===== src/rtl/ipr_pkg.sv =====
// Package: register map, field layout and bus carriers for the priority registers
package ipr_pkg;

	// ----------------------------------------------------------------
	// Register map
	// ----------------------------------------------------------------
	localparam int          ADDR_W       = 8;
	localparam logic [7:0]  OFF_PRIO4    = 8'h00;
	localparam logic [7:0]  OFF_PRIO5    = 8'h04;

	// ----------------------------------------------------------------
	// Field layout
	// ----------------------------------------------------------------
	localparam int          LVL_W        = 3;
	localparam int          NUM_SRC      = 5;
	localparam int          SRC_PIN_CHG  = 0;
	localparam int          SRC_CMP      = 1;
	localparam int          SRC_COLL     = 2;
	localparam int          SRC_EVENT    = 3;
	localparam int          SRC_EXT1     = 4;
	// Bit position of each field inside its register
	localparam int          FIELD_POS [NUM_SRC] = '{12, 8, 4, 0, 0};
	// Which register holds each field: 0 = priority_ctrl_4, 1 = priority_ctrl_5
	localparam int          FIELD_REG [NUM_SRC] = '{0, 0, 0, 0, 1};
	localparam logic [15:0] MASK_PRIO4   = 16'h7777;
	localparam logic [15:0] MASK_PRIO5   = 16'h0007;

	// ----------------------------------------------------------------
	// Reset values and level codes
	// ----------------------------------------------------------------
	localparam logic [2:0]  LVL_RESET    = 3'h4;
	localparam logic [2:0]  LVL_OFF      = 3'h0;
	localparam logic [2:0]  LVL_TOP      = 3'h7;

	// ----------------------------------------------------------------
	// Carriers
	// ----------------------------------------------------------------
	typedef struct packed {
		logic              cyc;
		logic              stb;
		logic              we;
		logic [3:0]        sel;
		logic [ADDR_W-1:0] adr;
		logic [31:0]       dat;
	} ipr_wb_req_type;

	typedef struct packed {
		logic [LVL_W-1:0]  level;
		logic              enabled;
		logic              request;
	} ipr_src_type;

endpackage : ipr_pkg


===== src/rtl/ipr_regs.sv =====
// Interrupt priority registers with Wishbone slave and per-source level outputs
//
// How it works
// - Field value 111 gives the source level seven, the highest.
// - Field value 001 gives level one; other values map to their own number.
// - Field value 000 disables the source; its registered request clears on the clock edge after the field is written.
// - Unimplemented bits read zero and ignore writes.
// - priority_ctrl_5 holds only bits 2..0; bits 15..3 are unimplemented.
//
// Decided for this implementation: the register offsets and the Wishbone interface to the registers.
`timescale 1ns/1ps
`default_nettype none
module ipr_regs
	import ipr_pkg::*;
#(
	parameter int NSRC = NUM_SRC
) (
	// Clock and reset
	input  wire logic                  sys_clk,
	input  wire logic                  sys_rst,
	// Wishbone slave
	input  wire ipr_wb_req_type        wb_req,
	output logic                       wb_ack,
	output logic [31:0]                wb_dat,
	// Source flags and enables from the flag/enable registers
	input  wire logic [NSRC-1:0]       src_flag,
	input  wire logic [NSRC-1:0]       src_enable,
	// Per-source priority toward the arbiter
	output ipr_src_type [NSRC-1:0]     src_out
);

	// ----------------------------------------------------------------
	// Helpers
	// ----------------------------------------------------------------
	// Byte lane that carries a field starting at bit pos
	function automatic int lane_of(input int pos);
		lane_of = pos / 8;
	endfunction : lane_of

	// Level code passes straight through; zero means disabled
	function automatic logic lvl_active(input logic [LVL_W-1:0] lvl);
		lvl_active = (lvl != LVL_OFF);
	endfunction : lvl_active

	// ----------------------------------------------------------------
	// Bus decode
	// ----------------------------------------------------------------
	logic                 ack_reg;
	logic [31:0]          dat_reg;
	logic [31:0]          dat_next;
	logic                 bus_req;
	logic                 bus_wr;
	logic                 hit4;
	logic                 hit5;
	logic [15:0]          read4;
	logic [15:0]          read5;
	logic [LVL_W-1:0]     field_val [NSRC];
	logic [NSRC-1:0]      field_wr;

	// A single new request per ack; ack drops the cycle after it rose
	assign bus_req  = wb_req.cyc && wb_req.stb && !ack_reg;
	assign bus_wr   = bus_req && wb_req.we;
	assign hit4     = (wb_req.adr[ADDR_W-1:2] == OFF_PRIO4[ADDR_W-1:2]);
	assign hit5     = (wb_req.adr[ADDR_W-1:2] == OFF_PRIO5[ADDR_W-1:2]);

	// ----------------------------------------------------------------
	// Priority fields
	// ----------------------------------------------------------------
	genvar g;
	generate
		for (g = 0; g < NSRC; g++) begin : g_field
			logic hit;
			assign hit = (FIELD_REG[g] == 0) ? hit4 : hit5;
			// Byte-lane gated write; only field bits are stored
			assign field_wr[g] = bus_wr && hit && wb_req.sel[lane_of(FIELD_POS[g])];
			ipr_field #(
				.WIDTH (LVL_W),
				.RESET (LVL_RESET)
			) u_field (
				.sys_clk (sys_clk),
				.sys_rst (sys_rst),
				.wr_en   (field_wr[g]),
				.wr_data (wb_req.dat[FIELD_POS[g] +: LVL_W]),
				.value   (field_val[g])
			);
		end
	endgenerate

	// ----------------------------------------------------------------
	// Read assembly
	// ----------------------------------------------------------------
	// Gaps between fields are constant zero, masked once more for safety
	assign read4 = {1'b0, field_val[SRC_PIN_CHG], 1'b0, field_val[SRC_CMP],
			1'b0, field_val[SRC_COLL], 1'b0, field_val[SRC_EVENT]} & MASK_PRIO4;
	assign read5 = {13'h0000, field_val[SRC_EXT1]} & MASK_PRIO5;

	// Unmapped addresses still ack and read zero, so a stray access never hangs
	assign dat_next = !bus_req        ? dat_reg :
			  hit4            ? {16'h0000, read4} :
			  hit5            ? {16'h0000, read5} :
			                    32'h0000_0000;

	always_ff @(posedge sys_clk or posedge sys_rst) begin
		if (sys_rst) begin
			ack_reg <= 1'b0;
			dat_reg <= 32'h0000_0000;
		end else begin
			ack_reg <= bus_req;
			dat_reg <= dat_next;
		end
	end

	assign wb_ack = ack_reg;
	assign wb_dat = dat_reg;

	// ----------------------------------------------------------------
	// Source outputs
	// ----------------------------------------------------------------
	logic [NSRC-1:0] req_reg;
	logic [NSRC-1:0] req_next;
	logic [NSRC-1:0] en_bits;

	generate
		for (g = 0; g < NSRC; g++) begin : g_src
			// Level 0 blocks the source whatever its flag and enable
			assign en_bits[g]  = lvl_active(field_val[g]);
			assign req_next[g] = src_flag[g] && src_enable[g] && en_bits[g];
			// Code is the level: 001 lowest, 111 top
			assign src_out[g].level   = field_val[g];
			assign src_out[g].enabled = en_bits[g];
			assign src_out[g].request = req_reg[g];
		end
	endgenerate

	// Registered so the arbiter sees a glitch-free request
	always_ff @(posedge sys_clk or posedge sys_rst) begin
		if (sys_rst) begin
			req_reg <= '0;
		end else begin
			req_reg <= req_next;
		end
	end

endmodule : ipr_regs
`default_nettype wire


===== src/rtl/ipr_field.sv =====
// One software-writable priority field with its power-on value
`timescale 1ns/1ps
`default_nettype none
module ipr_field #(
	parameter int               WIDTH = 3,
	parameter logic [WIDTH-1:0] RESET = 3'h4
) (
	// Clock and reset
	input  wire logic             sys_clk,
	input  wire logic             sys_rst,
	// Write port
	input  wire logic             wr_en,
	input  wire logic [WIDTH-1:0] wr_data,
	// Stored value
	output logic      [WIDTH-1:0] value
);

	logic [WIDTH-1:0] value_reg;
	logic [WIDTH-1:0] value_next;

	assign value_next = wr_en ? wr_data : value_reg;
	assign value      = value_reg;

	always_ff @(posedge sys_clk or posedge sys_rst) begin
		if (sys_rst) begin
			value_reg <= RESET;
		end else begin
			value_reg <= value_next;
		end
	end

endmodule : ipr_field
`default_nettype wire


===== config.mk =====
export PLATFORM = sky130hd
export DESIGN_NAME = ipr_regs
export DESIGN_NICKNAME = d
export VERILOG_FILES = /design/src/rtl/ipr_pkg.sv /design/src/rtl/ipr_regs.sv /design/src/rtl/ipr_field.sv
export SDC_FILE = /design/constraint.sdc
export NUM_CORES = 1
export LEC_CHECK = 0
export BUFFER_PORTS_ARGS = -buffer_cell sky130_fd_sc_hd__buf_2
export CAP_MARGIN = 20
export CORE_MARGIN = 4
export CORE_UTILIZATION = 25
export CTS_BUF_LIST = sky130_fd_sc_hd__clkbuf_2
export DETAILED_ROUTE_END_ITERATION = 8
export MAX_ROUTING_LAYER = met4
export PLACE_DENSITY = 0.66
export REMOVE_ABC_BUFFERS = 1
export SLEW_MARGIN = 20
export SYNTH_ARGS = -nofsm -noshare
export SYNTH_HDL_FRONTEND = slang
export SYNTH_SLANG_ARGS = --single-unit

===== constraint.sdc =====
create_clock -name sys_clk -period 3.1 [get_ports sys_clk]
set_clock_uncertainty 0.1 [all_clocks]
set_input_delay 0.62 -clock sys_clk [delete_from_list [all_inputs] [get_ports sys_clk]]
set_output_delay 0.62 -clock sys_clk [all_outputs]
set_load 0.05 [all_outputs]

==> metrics.md <==
| Metric | Value |
|---|---|
| Status | completed |
| Pre-antenna DRT Iters | 4 |
| Clock sink count | 33 |
| Reg2reg end | g_field[2].u_field.value[1]$_DFFE_PP0P_ |
| Maximum vdd drop | roughly 0.15 mV |
| Final wirelength | 3670 um |
| Die span in x | 85.4 um |
| R2R depth | 4 |
| Setup_tns | 0 ps |
| Starting Density | a little over a quarter |
| Synth Register Bits | 33 |
| Commonest non-fill, non-tap cell in the layout | buf_2 |
| Core ar. | 0.00568 mm^2 |
| Area leader, netlist | dfrtp_1 |
| Clk_lat worst skew | about 360 ps |
| Grt ovf | 0 |
| Syn Inst Count | between 100 and 150 |
| Tightest Hold Check Type | input pin to asynchronous set/reset pin |
| CP endpoint kind | output pin |
| Placer Congestion | around 0.71 |
| IO Count | ~120 |
| Post-route ant nets | 0 |
| Largest register FFs | 15 |
| Final net count | 267 |
| Data arrival, critical path | approximately 1400 ps |
| CTS max path bufs | 2 |
| Slowest stage cell on the critical path | dfrtp_1 |
| Row cnt | 27 |
| First-pass GRT wire length | ~5700 um |
| Pwr per Cell Area | 457 mW/mm^2 |
| Crit path largest cell delay | about 440 ps |
| FF-to-FF setup slack | between 1000 and 1500 ps |
| Antenna cells | 0 |
| Layout cells sized above 1 | ~50% |
| Vias | 1,182 |
| Vias in the first global route | 1,152 |
| Hold Vio Cnt, Final | 0 |
| Maxcap violations | 0 |
| FMAX | between 400 and 500 MHz |
| Final worst-path cycle share | between 60% and 70% |
| Clock transition at the registers of the reported paths | between 150 and 200 ps |
| CTS tree | yes |
| Die Y-Extent | 85.4 um |
| TritonCTS Buffers | 5 |
| Critical path required time | roughly 2400 ps |
| Pin count of the biggest net entering global routing | 34 |
| Post-cts repair resize count | 0 |
| Wire per inst | 13.0 um |
| Final count of negative-setup-slack endpoints | 0 |
| Yosys top cell area share | a little under half |
| Initial antenna violation count | 0 |
| Hold Buf Count CTS | 0 |
| Final Max Tran Viols | 0 |
| Synth cell types | 21 |
| Crit-path cells | or3_1 > buf_2 |
| Final Critical Period | 2160 ps |
| Max Fanout on Critical Path | 4 |
| Sequential element share of the synthesized area | a little under three fifths |
| Final Core Density | 34.2% |
| Synth Warn # | 0 |
| H-Tree Depth | 2 |
| Setup CP Type | register to output pin |
| Port bufs | 72 |
| DIE AREA | roughly 0.0073 mm^2 |
| Reg2Reg Launch Point | wb_ack$_DFF_PP0_ |
| Startpoint types | register |
| Synthesized area | around 0.0015 mm^2 |
| Top cells by area, synth | dfrtp_1 47%, mux2_2 11%, buf_4 10% |
| Total Routing Usage GR | 10.5% |
| Synthesized area per cell | 11.4 um^2 |
| DR iter-0 viols | 9 |
| DRC errors left | 0 |
| Vias/cell | 4.21 |
| Largest delay share family, worst path | flip-flops |
| Area growth syn-to-layout | 29.4% |
| Clock root buffer master | clkbuf_2 |
| RSZ-0062 raised after global routing | false |
| Buf/Inv on CP | 1 |
| Hold slack | approximately 210 ps |
| Dpl hpwl | between 2000 and 3000 um |
| Post-CTS setup buffer count | 0 |
| Leakage | about 0.0011 uW |
| Commonest non-fill, non-tap cells in the layout | 72 x buf_2, 28 x dfrtp_1, 22 x nand2_1, 20 x conb_1, 15 x mux2_2 |
==> synthesized netlist by cell type (all sizes together) <==
cell	count
and2	2
mux2i	3
dfrtp	28
nand2	22
and3	6
mux2	15
and4b	1
o31ai	3
nand3b	1
buf	21
nor4	1
nand4	2
or2b	1
dfstp	5
conb	1
clkbuf	2
o21ai	9
nor2	1
inv	2
or3	5
==> tightest hold or removal path, stage by stage <==
cell and delay (ps):
buf_2 90, inv_1 40, buf_4 370
==> area by class of cell <==
| class | count | area [um^2] |
|---|---|---|
| multi-input combinational | 92 | 568 |
| fill | 610 | 3740 |
| sequential | 33 | 832 |
| timing repair buffer | 74 | 375 |
| clock inverter | 3 | 41.3 |
| tap | 72 | 90.1 |
| inverter | 2 | 7.51 |
| clock buffer | 5 | 25.0 |
==> per-layer routing <==
metal / share of wire (%) / vias up / wire [um] / GRT usage [%]
met5: 0 / - / 0 / -
li1: - / 565 / - / -
met1: 42 / 555 / 1560 / 12.2
met3: 9.6 / 3 / 351 / 3.50
met2: 47 / 59 / 1730 / 17.1
met4: 0.74 / 0 / 27 / 3.02
==> report_power, final <==
group / switching [uW] / internal [uW]
Combinational: 127 / 34.0
Sequential: 4.90 / 439
Clock: 148 / 134
Total: 279 / 607
==> cells by family (layout without fill, tap and decap cells) <==
kind of cell | Yosys count | count (layout) | synth area share, %
simple gates | 42 | 42 | 15.1
flops | 33 | 33 | 55.5
buf+inv | 25 | 84 | 11.4
mux | 18 | 18 | 13.3
compound gates | 12 | 12 | 4.51
other cells | 1 | 20 | 0.250
==> worst max path at each step <==
stage / start / to / slack [ps] / depth (start not counted)
floorplan: wb_ack$_DFF_PP0_ / g_field[4].u_field.value[0]$_DFFE_PP0P_ / 910 / 4
global placement: wb_req[45] / g_field[0].u_field.value[0]$_DFFE_PP0P_ / 810 / 5
detailed placement: wb_req[45] / g_field[1].u_field.value[1]$_DFFE_PP0P_ / 750 / 5
CTS: g_field[4].u_field.value[0]$_DFFE_PP0P_ / src_out[21] / 890 / 2
global route: g_field[4].u_field.value[0]$_DFFE_PP0P_ / src_out[21] / 830 / 2
finish: g_field[4].u_field.value[0]$_DFFE_PP0P_ / src_out[21] / 940 / 2
==> through the flow <==
step / instances / total power, uW / worst slack [ps] / instance area, um^2
CTS: 281 / 905 / 888 / 1940
global route: 281 / 932 / 827 / 1940
floorplan: 127 / 567 / 914 / 1410
global placement: 273 / 612 / 805 / 1870
detailed placement: 273 / 613 / 748 / 1870
finish: 281 / 886 / 943 / 1940
No activity file was read; power rests on OpenSTA's default activity.
